===== config.mk =====
export PLATFORM = sky130hd
export DESIGN_NAME = table_pointer_move_unit
export DESIGN_NICKNAME = d
export VERILOG_FILES = /design/src/hw/table_pointer_move_unit.v
export VERILOG_INCLUDE_DIRS = /design/src /design/src/hw
export SDC_FILE = /design/constraint.sdc
export NUM_CORES = 1
export LEC_CHECK = 0
export BUFFER_PORTS_ARGS = -buffer_cell sky130_fd_sc_hd__buf_2
export CAP_MARGIN = 20
export CORE_ASPECT_RATIO = 2
export CORE_MARGIN = 2
export CORE_UTILIZATION = 50
export DETAILED_ROUTE_END_ITERATION = 8
export GPL_ROUTABILITY_DRIVEN = 0
export PLACE_DENSITY = 0.68
export SYNTH_ARGS = -nofsm -noshare
export SYNTH_HDL_FRONTEND = slang
export SYNTH_SLANG_ARGS = --single-unit

===== constraint.sdc =====
create_clock -name mclk_in -period 5.2 [get_ports mclk_in]
set_input_delay 0.78 -clock mclk_in [delete_from_list [all_inputs] [get_ports mclk_in]]
set_output_delay 0.78 -clock mclk_in [all_outputs]
set_load 0.01 [all_outputs]

===== src/hw/table_move_consts.vh =====
`ifndef TABLE_MOVE_CONSTS_VH
`define TABLE_MOVE_CONSTS_VH
`define PTR_ZERO      16'h0000
`define PTR_STEP      16'h0001
`define PTR_WRAP      16'h0001
`define DATA_OFFSET   16'h0001
`define WORD_RESET    16'h0000
`define ST_IDLE       3'h0
`define ST_PTR_ISSUE  3'h1
`define ST_PTR_EVAL   3'h2
`define ST_DAT_ISSUE  3'h3
`define ST_DAT_CAP    3'h4
`define ST_DAT_WRITE  3'h5
`define ST_PTR_WRITE  3'h6
`endif


===== src/hw/table_pointer_move_unit.v =====
`timescale 1ns/1ps
`include "table_move_consts.vh"

module table_pointer_move_unit #(
  parameter AW = 16,
  parameter DW = 16,
  parameter LW = 8
) (
  input  wire          mclk_in,
  input  wire          rst_in,
  input  wire          scan_start_in,
  input  wire          scan_end_in,
  input  wire          enable_in,
  input  wire          remove_from_bottom_op_in,
  input  wire [LW-1:0] table_length_in,
  input  wire [AW-1:0] table_start_in,
  input  wire [AW-1:0] operand_addr_in,
  input  wire          flag_reuse_in,
  input  wire [DW-1:0] mem_rdata_in,
  output reg  [AW-1:0] mem_addr_out,
  output reg           mem_rd_out,
  output reg           mem_wr_out,
  output reg  [DW-1:0] mem_wdata_out,
  output reg           busy_out,
  output reg           done_out,
  output reg           moved_out,
  output reg           table_status_flag_out
);

  ////////////////////////////////////////////////////////////////////////////
  // Word address of a table entry relative to the pointer word.
  function [AW-1:0] entry_addr;
    input [AW-1:0] base;
    input [DW-1:0] index;
    begin
      entry_addr = base + index[AW-1:0];
    end
  endfunction

  ////////////////////////////////////////////////////////////////////////////
  reg [2:0]    state_q;
  reg          rfb_q;
  reg [DW-1:0] len_q;
  reg [AW-1:0] start_q;
  reg [AW-1:0] operand_q;
  reg [DW-1:0] ptr_new_q;
  reg [AW-1:0] target_q;
  reg          flag_set_q;

  wire [DW-1:0] len_ext;
  assign len_ext = {{(DW-LW){1'b0}}, table_length_in};

  ////////////////////////////////////////////////////////////////////////////
  always @(posedge mclk_in) begin
    if (rst_in) begin
      state_q               <= `ST_IDLE;
      rfb_q                 <= 1'b0;
      len_q                 <= `WORD_RESET;
      start_q               <= {AW{1'b0}};
      operand_q             <= {AW{1'b0}};
      ptr_new_q             <= `WORD_RESET;
      target_q              <= {AW{1'b0}};
      flag_set_q            <= 1'b0;
      mem_addr_out          <= {AW{1'b0}};
      mem_rd_out            <= 1'b0;
      mem_wr_out            <= 1'b0;
      mem_wdata_out         <= `WORD_RESET;
      busy_out              <= 1'b0;
      done_out              <= 1'b0;
      moved_out             <= 1'b0;
      table_status_flag_out <= 1'b0;
    end else begin
      mem_rd_out <= 1'b0;
      mem_wr_out <= 1'b0;
      done_out   <= 1'b0;
      // The flag set at completion wins over any clear in that cycle.
      if (done_out && flag_set_q) begin
        table_status_flag_out <= 1'b1;
      end else if (scan_end_in || flag_reuse_in) begin
        table_status_flag_out <= 1'b0;
      end
      case (state_q)
        `ST_IDLE: begin
          if (scan_start_in && enable_in) begin
            rfb_q        <= remove_from_bottom_op_in;
            len_q        <= len_ext;
            start_q      <= table_start_in;
            operand_q    <= operand_addr_in;
            mem_addr_out <= table_start_in;
            mem_rd_out   <= 1'b1;
            busy_out     <= 1'b1;
            moved_out    <= 1'b0;
            state_q      <= `ST_PTR_ISSUE;
          end
        end
        `ST_PTR_ISSUE: begin
          state_q <= `ST_PTR_EVAL;
        end
        `ST_PTR_EVAL: begin
          if (rfb_q) begin
            if (mem_rdata_in == `PTR_ZERO) begin
              flag_set_q <= 1'b1;
              done_out   <= 1'b1;
              busy_out   <= 1'b0;
              state_q    <= `ST_IDLE;
            end else begin
              ptr_new_q    <= mem_rdata_in - `PTR_STEP;
              flag_set_q   <= (mem_rdata_in == `PTR_STEP);
              mem_addr_out <= entry_addr(start_q, mem_rdata_in);
              target_q     <= operand_q;
              mem_rd_out   <= 1'b1;
              state_q      <= `ST_DAT_ISSUE;
            end
          end else begin
            if (mem_rdata_in > len_q) begin
              flag_set_q <= 1'b0;
              done_out   <= 1'b1;
              busy_out   <= 1'b0;
              state_q    <= `ST_IDLE;
            end else begin
              if (mem_rdata_in == len_q) begin
                ptr_new_q <= `PTR_WRAP;
                target_q  <= entry_addr(start_q, `DATA_OFFSET);
                flag_set_q <= (len_q == `PTR_WRAP);
              end else begin
                ptr_new_q <= mem_rdata_in + `PTR_STEP;
                target_q  <= entry_addr(start_q,
                                        mem_rdata_in + `PTR_STEP);
                flag_set_q <= ((mem_rdata_in + `PTR_STEP) == len_q);
              end
              mem_addr_out <= operand_q;
              mem_rd_out   <= 1'b1;
              state_q      <= `ST_DAT_ISSUE;
            end
          end
        end
        `ST_DAT_ISSUE: begin
          state_q <= `ST_DAT_CAP;
        end
        `ST_DAT_CAP: begin
          mem_addr_out  <= target_q;
          mem_wdata_out <= mem_rdata_in;
          mem_wr_out    <= 1'b1;
          state_q       <= `ST_DAT_WRITE;
        end
        `ST_DAT_WRITE: begin
          mem_addr_out  <= start_q;
          mem_wdata_out <= ptr_new_q;
          mem_wr_out    <= 1'b1;
          state_q       <= `ST_PTR_WRITE;
        end
        `ST_PTR_WRITE: begin
          done_out  <= 1'b1;
          moved_out <= 1'b1;
          busy_out  <= 1'b0;
          state_q   <= `ST_IDLE;
        end
        default: begin
          busy_out <= 1'b0;
          state_q  <= `ST_IDLE;
        end
      endcase
    end
  end

endmodule // table_pointer_move_unit


### After elaboration in Yosys (flattened, before gate mapping)

Index checks and enable logic that the tools add are counted.

| operators by class | value |
|---|---|
| eq/ne operators | 17 |
| reductions and logical operators | 16 |
| $add $sub $neg | 5 |
| muxes and demuxes | 42 |
| bitwise gates (word level) | 1 |
| $lt $le $gt $ge | 1 |

Operator list:

| kind | number |
|---|---|
| two-way mux 16 bit | 12 |
| one-hot mux 16 bit (4 select lines) | 1 |
| adder 16 x 1 -> 16 bit, second input constant | 2 |
| adder 16 bit | 2 |
| equality test 16 x 8 -> 1 bit | 2 |
| one-hot mux 16 bit (2 select lines) | 1 |
| two-way mux 1 bit | 19 |
| one-hot mux 3 bit (6 select lines) | 1 |
| equality test 16 x 1 -> 1 bit, second input constant | 1 |
| > comparator 16 x 8 -> 1 bit | 1 |
| logical NOT 16 bit | 1 |
| subtractor 16 x 1 -> 16 bit, second input constant | 1 |
| inequality test 3 bit, second input constant | 4 |
| equality test 3 bit, second input constant | 3 |
| equality test 8 x 1 -> 1 bit, second input constant | 1 |
| AND reduction 4 bit | 2 |
| equality test 3 x 2 -> 1 bit, second input constant | 2 |
| two-way mux 3 bit | 2 |
| inequality test 2 bit, second input constant | 3 |
| one-hot mux 1 bit (2 select lines) | 3 |
| nonzero test 2 bit | 3 |
| two-way mux 2 bit | 2 |
| AND reduction 2 bit | 2 |
| nonzero test 4 bit | 1 |
| other kinds (9) | 10 |

| storage, ports and cells | value |
|---|---|
| output and inout bits | 38 |
| bits in registers | 115 |

### Logic depth before layout (Yosys ltp)

Gate-level depths: netlist (run 1).

| logic depth | value |
|---|---|
| word-level depth | 5 |
| mapped depth | 17 |
| mapped depth without buffers | 16 |

### Worst setup path before layout (run 1)

OpenSTA, ideal clock, no wires.

| path | value |
|---|---|
| kind | input to register |
| start | input port mem_rdata_in[0] |
| end | register target_q[15] |
| data required time | 5.074 ns |
| setup time | 0.126 ns |
| cell stages on the path | 17 |
| path slack | 1.161 ns |
| arrival time | 3.913 ns |
| cell sequence | clkbuf_1 > inv_1 > ha_1 > nand4_1 > nor4_4 > and2b_1 > buf_6 > nor2_1 > ha_1 > o21ai_0 > o21ai_0 > a31oi_1 > o31ai_1 > a221o_1 > a21oi_1 > xnor2_1 > o21ai_0 |

| between the ends | value |
|---|---|
| longest elaborated chain between the ends | 5 |
| elaborated cells on any way between the ends | 11 |

RTL lines:

| what | line | text |
|---|---|---|
| from (decl) | table_pointer_move_unit.v:19 | `input wire [DW-1:0] mem_rdata_in,` |
| adder 16 x 1 -> 16 bit (no line) | n/a |  |
| adder 16 bit | table_pointer_move_unit.v:36 | `entry_addr = base + index[AW-1:0];` |
| two-way mux 16 bit | table_pointer_move_unit.v:121 | `if (mem_rdata_in == len_q) begin` |
| two-way mux 16 bit | table_pointer_move_unit.v:115 | `if (mem_rdata_in > len_q) begin` |
| two-way mux 16 bit | table_pointer_move_unit.v:100 | `if (rfb_q) begin` |
| to (signal assigned) | table_pointer_move_unit.v:110 | `target_q <= operand_q;` |
| to (signal assigned) | table_pointer_move_unit.v:123 | `` target_q <= entry_addr(start_q, `DATA_OFFSET); `` |
| to (signal assigned) | table_pointer_move_unit.v:127 | `target_q <= entry_addr(start_q,` |
| to (decl) | table_pointer_move_unit.v:47 | `reg [AW-1:0] target_q;` |

Parallel ways exist; a longest one is shown, timed or not. The select of a mux whose other input is x is not followed.
A chain may end at the register's enable or synchronous reset.

### Worst setup path in the final report (run 1)

| path | value |
|---|---|
| start | input port mem_rdata_in[12] |
| end | register target_q[12] |

Same word-level chain as after synthesis.

==> reports/metrics.cfg, run 1 <==
[grt]
grt_usage_pct=30.2
antenna_found_initial=0
grt_pass1_vias=7320
grt_pass1_wl_mm=37.9
overflow=0
grt_max_degree=73

[setup_path]
cp_slowest_cell=or4_4
critPathMaxFanout=7
crit_buf_inv=1
endpoint_kind=flip-flop
path_delay_family=compound AO/OA/AOI/OAI gates
crit_cells=14
cpPeakStageDelay_ps=600
reg2reg_depth=15
cp.required_ps=5550
critPathKind=in2reg
crit_chain=buf_2 -> or4_4 -> nor4_4 -> nand2b_2 -> and2_1 -> fa_1 -> a211oi_1 -> o21ai_0 -> a21oi_1 -> o21ai_0 -> o41ai_1 -> xnor2_1 -> mux2i_1 -> a21oi_1
arrival_ps=4610
crit_start=mem_rdata_in[12]
setup.worst_path.start_class=primary input
r2r_start=len_q[7]

[clock_network]
clock_path_buffers=2
cts_resized=0
htreeDepth=4
cts-root-buf=clkbuf_16
cts_buffers=17
clk_latency_ps=420
cts_tree=done
cts_hold_buffers=0
cts_sinks=115
post_cts_buffers=0
cts.clk_slew.worst_paths_ps=60

[pwr]
power.density_nw_per_um2=291
ir_drop_mv=0.242
power.leakage_uw=0.00332

[sta]
setup_viol=0
finalHoldViolations=0
finalHoldWorstSlack_ps=446
worst_pin_slew_ps=784
slew_headroom_pct=47.7
rsz0062_at_grt=false
fmax_mhz=234
period_needed_ps=4260
drv_slew=0
fin_setup_tns_ps=0
skew_ps=7.16
fin_crit_sh_pct=82.0

[floorplanning]
rows=63
die_w_um=90.6
die_area_um2=16000
core-area_um2=14700
io_pins=101
die_h_um=177
initial_core_util_pct=50.8

[yosys]
syn_nets=1086
yosysTopAreaCell=dfxtp_1
avgSynthCellArea_um2=7.65
synth_area_leaders=dfxtp_1, nand2_1, a21oi_1
synth_seq_cells=115
syn_inst=980
synth_edf_count=0
synthTopCellsByCount=nand2_1, dfxtp_1, a21oi_1, nor2_1, o21ai_0
netlist_area_um2=7490
post-synth-top-area-fraction_pct=30.7
ys_types=68
synth_ff_type=dfxtp_1
yosysMostFrequentCell=nand2_1
ys_seq_area_share_pct=30.7
async_flop_share_pct=0
yosys_warnings=0

[worst_hold_path]
hold_depth=2
hp-start=mem_addr_out[8]
hold_path.class=reg2reg

[cells_and_area]
n_antenna_cell=0
design_area_um2=8630
num-nets-final=1151
drive_gt1_share_pct=15.4
area_growth_pct=15.2

[routing]
drt_iter0_markers=582
wire_per_inst_um=19.0
routed_wl_mm=23.8
drtAntennaViolNets=0
viasPerCell=5.97
drc_errors=0
first_pass_iters=5
vias=7484

[placement]
placed_area_um2=8040
portBuffers=100
place_hpwl_mm=17.5

[run]
cap_violations=0

[outcome]
status=completed

[routing by layer]
metal	part of all wire [%]	routed length (um)	vias to the layer above	global-route usage [%]
met1	37	8730	3487	31.0
met4	7.3	1750	0	21.9
li1	-	-	3639	-
met3	4.5	1060	93	4.51
met5	0	0	-	0
met2	52	12300	265	55.0
[layout by cell type, fill, tap and decap left out, types with 4 or more instances in the layout]
cell type and n:
nand2_1 160, dfxtp_1 113, a21oi_1 110, buf_2 99, nor2_1 82, o21ai_0 57, ha_1 41, mux2i_1 38
xnor2_1 33, o211ai_1 33, a211oi_1 33, nor3_1 29, inv_1 21, nand3_1 21, clkbuf_16 17, xor2_1 16
buf_4 15, a21o_1 11, nand4_1 8, a31oi_1 8, nor2b_1 7, and3_1 7, a311oi_1 7, nor4_1 5
o21bai_1 5, clkinv_2 5, o22ai_1 4
[worst min-delay path, cell delays in order, from the launching register on]
cell	delay, ps
dfxtp_1	300
nand2_1	50
a21oi_1	50
[registers in the layout, summed over array words and instances (netlist names)]
name                   count
flag_set_q                 1
done_out                   1
busy_out                   1
start_q                   16
target_q                  16
ptr_new_q                 16
len_q                      8
rfb_q                      1
state_q                    3
moved_out                  1
mem_addr_out              16
mem_wdata_out             16
operand_q                 16
mem_wr_out                 1
mem_rd_out                 1
table_status_flag_out      1
[per-stage QoR]
stage                     worst slack [ps]  std cells  total power (uW)  util (%)
after floorplan                       1160        980              1230         -
after global placement                 676       1221              1360      54.6
after detailed placement               586       1221              1360      54.6
after CTS                              983       1253              2520      58.5
after global routing                   550       1253              2620      58.5
final                                  936       1253              2510      58.5
[report_power, final]
| part | internal (uW) | leakage (uW) | switching [uW] |
|---|---|---|---|
| Sequential | 911 | 0.000934 | 35.6 |
| Clock | 727 | 0.000285 | 434 |
| Combinational | 157 | 0.00210 | 247 |
| Total | 1790 | 0.00332 | 717 |
[logic make-up (layout without fill, tap and decap cells)]
kind of cell / count (synthesis) / in the layout / synth area share (%)
xor gates and xnor gates: 49 / 49 / 5.73
adders and majority gates: 43 / 43 / 7.38
buffers and inverters: 90 / 168 / 5.29
muxes: 40 / 40 / 5.38
AOI/OAI and AO/OA: 300 / 300 / 25.1
and+or+nand+nor: 343 / 343 / 20.4
DFF: 115 / 115 / 30.7
[worst paths after layout]
kind / end / slack (ps)
worst max-delay path: target_q[12] / 940
worst min-delay path: mem_addr_out[8] / 450
worst max register to register: target_q[12] / 1080
worst min register to register: mem_addr_out[8] / 450
[area by class of cell]
cell class,instances,area (um^2)
Clock inverter,13,134
Multi-Input combinational cell,775,4800
Timing Repair Buffer,114,608
Clock buffer,19,453
Sequential cell,115,2300
Fill cell,1450,6110
Tap cell,195,244
Inverter,22,82.6
No activity file was read; power rests on OpenSTA's default activity.
==> inputs of run 2 (changes only) <==
==> constraint.sdc (replaced) <==
create_clock -name mclk_in -period 4.2 [get_ports mclk_in]
set_input_delay 0.63 -clock mclk_in [delete_from_list [all_inputs] [get_ports mclk_in]]
set_output_delay 0.63 -clock mclk_in [all_outputs]
set_load 0.01 [all_outputs]
==> run 2 against run 1 <==
  * Combinational power up 29%
  * Sequential share of layout area fell by 0.62 points
  * Hold slack about the same
  * Core utilization rose by 1.4 points
  * Sequential power is 24% higher
  * Routed wire length decreased by 1.1%
  * Global-route usage fell by 0.56 points
  * First-iteration DRC count down 41%
  * Via count is 0.75% higher
  * Critical endpoint unchanged
==> reports/metrics.cfg, run 2 (synthesis results as in run 1) <==
[outcome]
status=completed

[pwr]
p_seq_share_pct=37.2  ; -0.5 points
switching_power_uw=858  ; +20%
ir_drop_mv=0.292  ; +21%
power.leakage_uw=0.00346  ; +4.1%
fin_total_pwr_uw=3130  ; +25%
switching_share_pct=27.4  ; -1.2 points
power_frac_clock_pct=46.1  ; about the same
comb_power_share_pct=16.7  ; +0.6 points
p_int_uw=2280  ; +27%
power.density_nw_per_um2=355  ; +22%

[clock_network]
cts_tree=done
cts.clk_slew.worst_paths_ps=60  ; about the same
htreeDepth=4  ; unchanged
clock_path_buffers=2  ; unchanged
post_cts_buffers=0  ; unchanged
clk_latency_ps=410  ; about the same
cts_buffers=17  ; unchanged
cts_sinks=115  ; unchanged
cts-root-buf=clkbuf_16

[sta]
setup_viol=0  ; unchanged
finalHoldViolations=0  ; unchanged
finalHoldWorstSlack_ps=447  ; +0.328 ps
slew_headroom_pct=48.4  ; +0.60 points
fin_crit_sh_pct=94.2
fmax_mhz=253
fin_setup_tns_ps=0  ; unchanged
skew_ps=7.34  ; +0.176 ps
rsz0062_at_grt=false
worst_pin_slew_ps=775  ; -9.05 ps
period_needed_ps=3960
drv_slew=0  ; unchanged

[grt]
grt_pass1_vias=7308  ; -0.16%
grt_pass1_wl_mm=37.5  ; -1.1%
overflow=0  ; unchanged
grt_max_degree=74  ; +1.4%
antenna_found_initial=0  ; unchanged
grt_usage_pct=29.7  ; -0.56 points

[placement]
portBuffers=100  ; unchanged
placed_area_um2=8250  ; +2.5%
place_hpwl_mm=17.7  ; +1.0%

[setup_path]
critPathKind=reg2reg
critPathMaxFanout=5  ; -2
cp.required_ps=4480  ; -1070 ps
setup.worst_path.start_class=flip-flop
arrival_ps=4240  ; -370 ps
endpoint_kind=flip-flop

[floorplanning]
die_area_um2=16000  ; unchanged
die_w_um=90.6  ; unchanged
initial_core_util_pct=50.8  ; unchanged
core-area_um2=14700  ; unchanged
die_h_um=177  ; unchanged
rows=63  ; unchanged
io_pins=101  ; unchanged

[cells_and_area]
final_common_cell=nand2_1
num-nets-final=1178  ; +2.3%
drive_gt1_share_pct=17.3  ; +1.9 points
n_antenna_cell=0  ; unchanged
layout_common_cells=nand2_1, dfxtp_1, a21oi_1
fin_util_pct=59.9  ; +1.4 points
nFillCells=1422  ; -1.9%
area_growth_pct=17.9
design_area_um2=8830  ; +2.4%

[worst_hold_path]
hold_path.class=reg2reg

[routing]
viasPerCell=5.90  ; -1.3%
drc_errors=0  ; unchanged
drt_iter0_markers=345  ; -41%
drtAntennaViolNets=0  ; unchanged
routed_wl_mm=23.5  ; -1.1%
vias=7540  ; +0.75%
first_pass_iters=5  ; unchanged
wire_per_inst_um=18.4  ; -3.1%

[run]
cap_violations=0  ; unchanged

-- run 2: through the flow --
| step | cells | setup WS [ps] |
|---|---|---|
| after floorplan | 980 | 311 |
| after global placement | 1248 | 28.8 |
| after detailed placement | 1248 | -37.5 |
| after CTS | 1279 | 284 |
| after global routing | 1279 | 1.35 |
| final | 1279 | 242 |
-- run 2: metal layers --
metal	GRT usage [%]	part of all wire, %	vias to the layer above
li1	-	-	3702
met4	21.9	7.4	0
met3	4.47	5.1	104
met5	0	0	-
met1	30.6	36	3449
met2	53.7	51	285
-- run 2: final timing paths --
check                                        to  slack, ps  cells after the start             from
worst max-delay path               target_q[12]        240                     15         len_q[4]
worst min-delay path            mem_addr_out[9]        450                      2  mem_addr_out[9]
worst max register to register     target_q[12]        240                     15         len_q[4]
worst min register to register  mem_addr_out[9]        450                      2  mem_addr_out[9]
-- run 2: cell type report --
class / instances / area, um^2 / share of cell area, %
inverters: 22 / 82.6 / 0.935
well taps: 195 / 244 / 2.76
clock buffers: 20 / 447 / 5.06
clock inverters: 11 / 136 / 1.54
flip-flops and latches: 115 / 2300 / 26.1
multi-input cells: 775 / 4810 / 54.4
repair buffers: 141 / 811 / 9.18
-- run 2: power by group through the flow --
stage                     logic [uW]  registers, uW  clock network [uW]
after floorplan                  349           1180                   0
after global placement           511           1190                   0
after detailed placement         515           1190                   0
after CTS                        519           1160                1460
after global routing             579           1170                1510
final                            523           1170                1450
-- run 2: repair_timing --
| item | in CTS | in global routing |
|---|---|---|
| hold buffers | 0 | 0 |
| endpoints found under the setup margin | 0 | 1 |
| gates resized for setup | 0 | 1 |
-- run 2: critical path, stage by stage (launching register included) --
cell and delay [ps]:
dfxtp_1 370, inv_1 110, ha_1 280, nand4_1 240
nor4_4 410, nand2b_2 130, and2_1 210, fa_1 420
a211oi_1 320, o21ai_0 180, a21oi_1 270, o21ai_0 160
o41ai_1 380, xnor2_1 110, mux2i_1 140, a21oi_1 80
==> inputs of run 3 (changes only) <==
--- a/config.mk
+++ b/config.mk
@@ -8,12 +8,14 @@
 export LEC_CHECK = 0
 export BUFFER_PORTS_ARGS = -buffer_cell sky130_fd_sc_hd__buf_2
 export CAP_MARGIN = 20
+export CELL_PAD_IN_SITES_DETAIL_PLACEMENT = 1
+export CELL_PAD_IN_SITES_GLOBAL_PLACEMENT = 1
 export CORE_ASPECT_RATIO = 2
 export CORE_MARGIN = 2
-export CORE_UTILIZATION = 50
+export CORE_UTILIZATION = 43
 export DETAILED_ROUTE_END_ITERATION = 8
 export GPL_ROUTABILITY_DRIVEN = 0
-export PLACE_DENSITY = 0.68
+export PLACE_DENSITY = 0.78
 export SYNTH_ARGS = -nofsm -noshare
 export SYNTH_HDL_FRONTEND = slang
 export SYNTH_SLANG_ARGS = --single-unit
==> run 3 against run 2 <==
  * Critical path depth unchanged
  * Final area rose by 0.71%
  * Clock power increased by 6%
  * Sequential share of layout area is 0.18 points lower
  * Sequential cell count is the same
  * Non-clock buffer count is 3 higher
  * Die area up 16%
  * Fmax up 0.82%
  * Combinational power rose by 6.3%
  * Via count is 4.7% higher
  * Clock-buffer cell count fell by 3
  * Critical path type unchanged
==> reports/metrics.cfg, run 3 (synthesis results as in run 1) <==
[routing]
first_pass_iters=4  ; -1
wire_per_inst_um=21.7  ; +18%
routed_wl_mm=28.1  ; +20%
viasPerCell=6.08  ; +3.2%
drt_iter0_markers=335  ; -2.9%
drc_errors=0  ; unchanged
vias=7894  ; +4.7%
drtAntennaViolNets=0  ; unchanged

[placement]
placed_area_um2=8290  ; +0.50%
place_hpwl_mm=21.2  ; +20%
placed_cells=1266  ; +1.4%
portBuffers=100  ; unchanged

[grt]
grt_pass1_vias=8250  ; +13%
grt_pass1_wl_mm=43.8  ; +17%
grt_usage_pct=30.3  ; +0.60 points
overflow=0  ; unchanged
antenna_found_initial=0  ; unchanged
grt_max_degree=56  ; -24%

[floorplanning]
die_w_um=97.3  ; +7.5%
io_pins=101  ; unchanged
rows=68  ; +7.9%
core-area_um2=17200  ; +17%
die_h_um=191  ; +7.7%
initial_core_util_pct=43.6  ; -7.2 points
die_area_um2=18600  ; +16%

[sta]
slew_headroom_pct=51.8  ; +3.5 points
skew_ps=8.05  ; +0.715 ps
worst_pin_slew_ps=723  ; -52.0 ps
fmax_mhz=255  ; +0.82%
setup_viol=0  ; unchanged
finalHoldWorstSlack_ps=430  ; -16.4 ps
period_needed_ps=3930  ; -32.3 ps
fin_crit_sh_pct=93.5  ; -0.77 points
drv_slew=0  ; unchanged
rsz0062_at_grt=false
finalHoldViolations=0  ; unchanged

[setup_path]
reg2reg_slack_ps=270  ; +30 ps
timing.rr.end=target_q[15]
reg2reg_depth=15  ; unchanged
r2r_start=len_q[5]
critPathKind=reg2reg
setup.worst_path.start_class=flip-flop
critPathMaxFanout=5  ; unchanged
arrival_ps=4230  ; about the same
endpoint_kind=flip-flop
cp.required_ps=4500  ; +20 ps

[cells_and_area]
fin_cells=1298  ; +1.5%
design_area_um2=8900  ; +0.71%
drive_gt1_share_pct=17.7  ; +0.40 points
seq_area_um2=2300  ; unchanged
num-nets-final=1181  ; +0.25%
area_growth_pct=18.7
layout_common_cells=nand2_1, dfxtp_1, a21oi_1
multi_input_area_um2=4800  ; -0.10%
final_common_cell=nand2_1
n_antenna_cell=0  ; unchanged
nFillCells=2172  ; +53%

[clock_network]
cts_resized=0  ; unchanged
cts-root-buf=clkbuf_16
cts_hold_buffers=0  ; unchanged
cts.clk_slew.worst_paths_ps=60  ; about the same
clk_latency_ps=430  ; +20 ps
clock_path_buffers=2  ; unchanged
post_cts_buffers=0  ; unchanged
cts_buffers=17  ; unchanged
htreeDepth=4  ; unchanged
cts_sinks=115  ; unchanged
cts_tree=done

[run]
cap_violations=0  ; unchanged

[pwr]
ir_drop_mv=0.240  ; -18%
power.leakage_uw=0.00347  ; +0.42%
power.density_nw_per_um2=365  ; +2.9%

[worst_hold_path]
hold_depth=3  ; +1
hold_path.class=in2reg
hp-start=remove_from_bottom_op_in
hold-path-endpoint=rfb_q

[outcome]
status=completed

## run 3: worst max-delay path, stage by stage, from the launching register on
cell,delay [ps]
dfxtp_1,390
inv_1,90
ha_1,300
nand4_1,200
nor4_4,400
nand2b_2,110
and2_1,210
ha_1,310
a211oi_1,370
o21ai_0,150
a31oi_1,310
o31ai_1,170
a221o_1,350
a21oi_1,190
xnor2_1,130
o21ai_0,100
## run 3: final cells by class
cell class / instances / share of cell area (%)
sequential: 115 / 25.9
clock inverter: 15 / 2.07
tap: 210 / 2.95
multi-input combinational: 775 / 54.0
clock buffer: 17 / 4.78
inverter: 22 / 0.928
timing repair buffer: 144 / 9.37
## run 3: layer usage
layer	global-route usage, %	share of wire (%)	vias up
met5	0	0	-
met4	23.7	8.4	0
met3	3.96	3.4	117
met2	57.4	53	236
met1	28.8	35	3836
li1	-	-	3705
## run 3: worst max path at each step
| stage | start | end | slack (ps) | cells past startpoint |
|---|---|---|---|---|
| detailed placement | mem_rdata_in[12] | target_q[12] | -70 | 14 |
| global placement | mem_rdata_in[12] | target_q[15] | 30 | 14 |
| CTS | len_q[5] | target_q[14] | 320 | 15 |
| global route | len_q[5] | target_q[12] | 30 | 15 |
| floorplan | mem_rdata_in[0] | target_q[15] | 310 | 17 |
| finish | len_q[5] | target_q[15] | 270 | 15 |
## run 3: through the flow
stage               power [uW]  setup WS (ps)  TNS, ps  util (%)
floorplan                 1530            311        0         -
global placement          1720           34.8        0      48.2
detailed placement        1730          -68.7     -107      48.2
CTS                       3260            318        0      51.8
global route              3350           28.0        0      51.8
finish                    3250            274        0      51.8
## run 3: where the power goes
group / switching, uW / internal (uW)
registers: 36.6 / 1130
clock network: 592 / 937
logic: 344 / 212
total: 973 / 2280
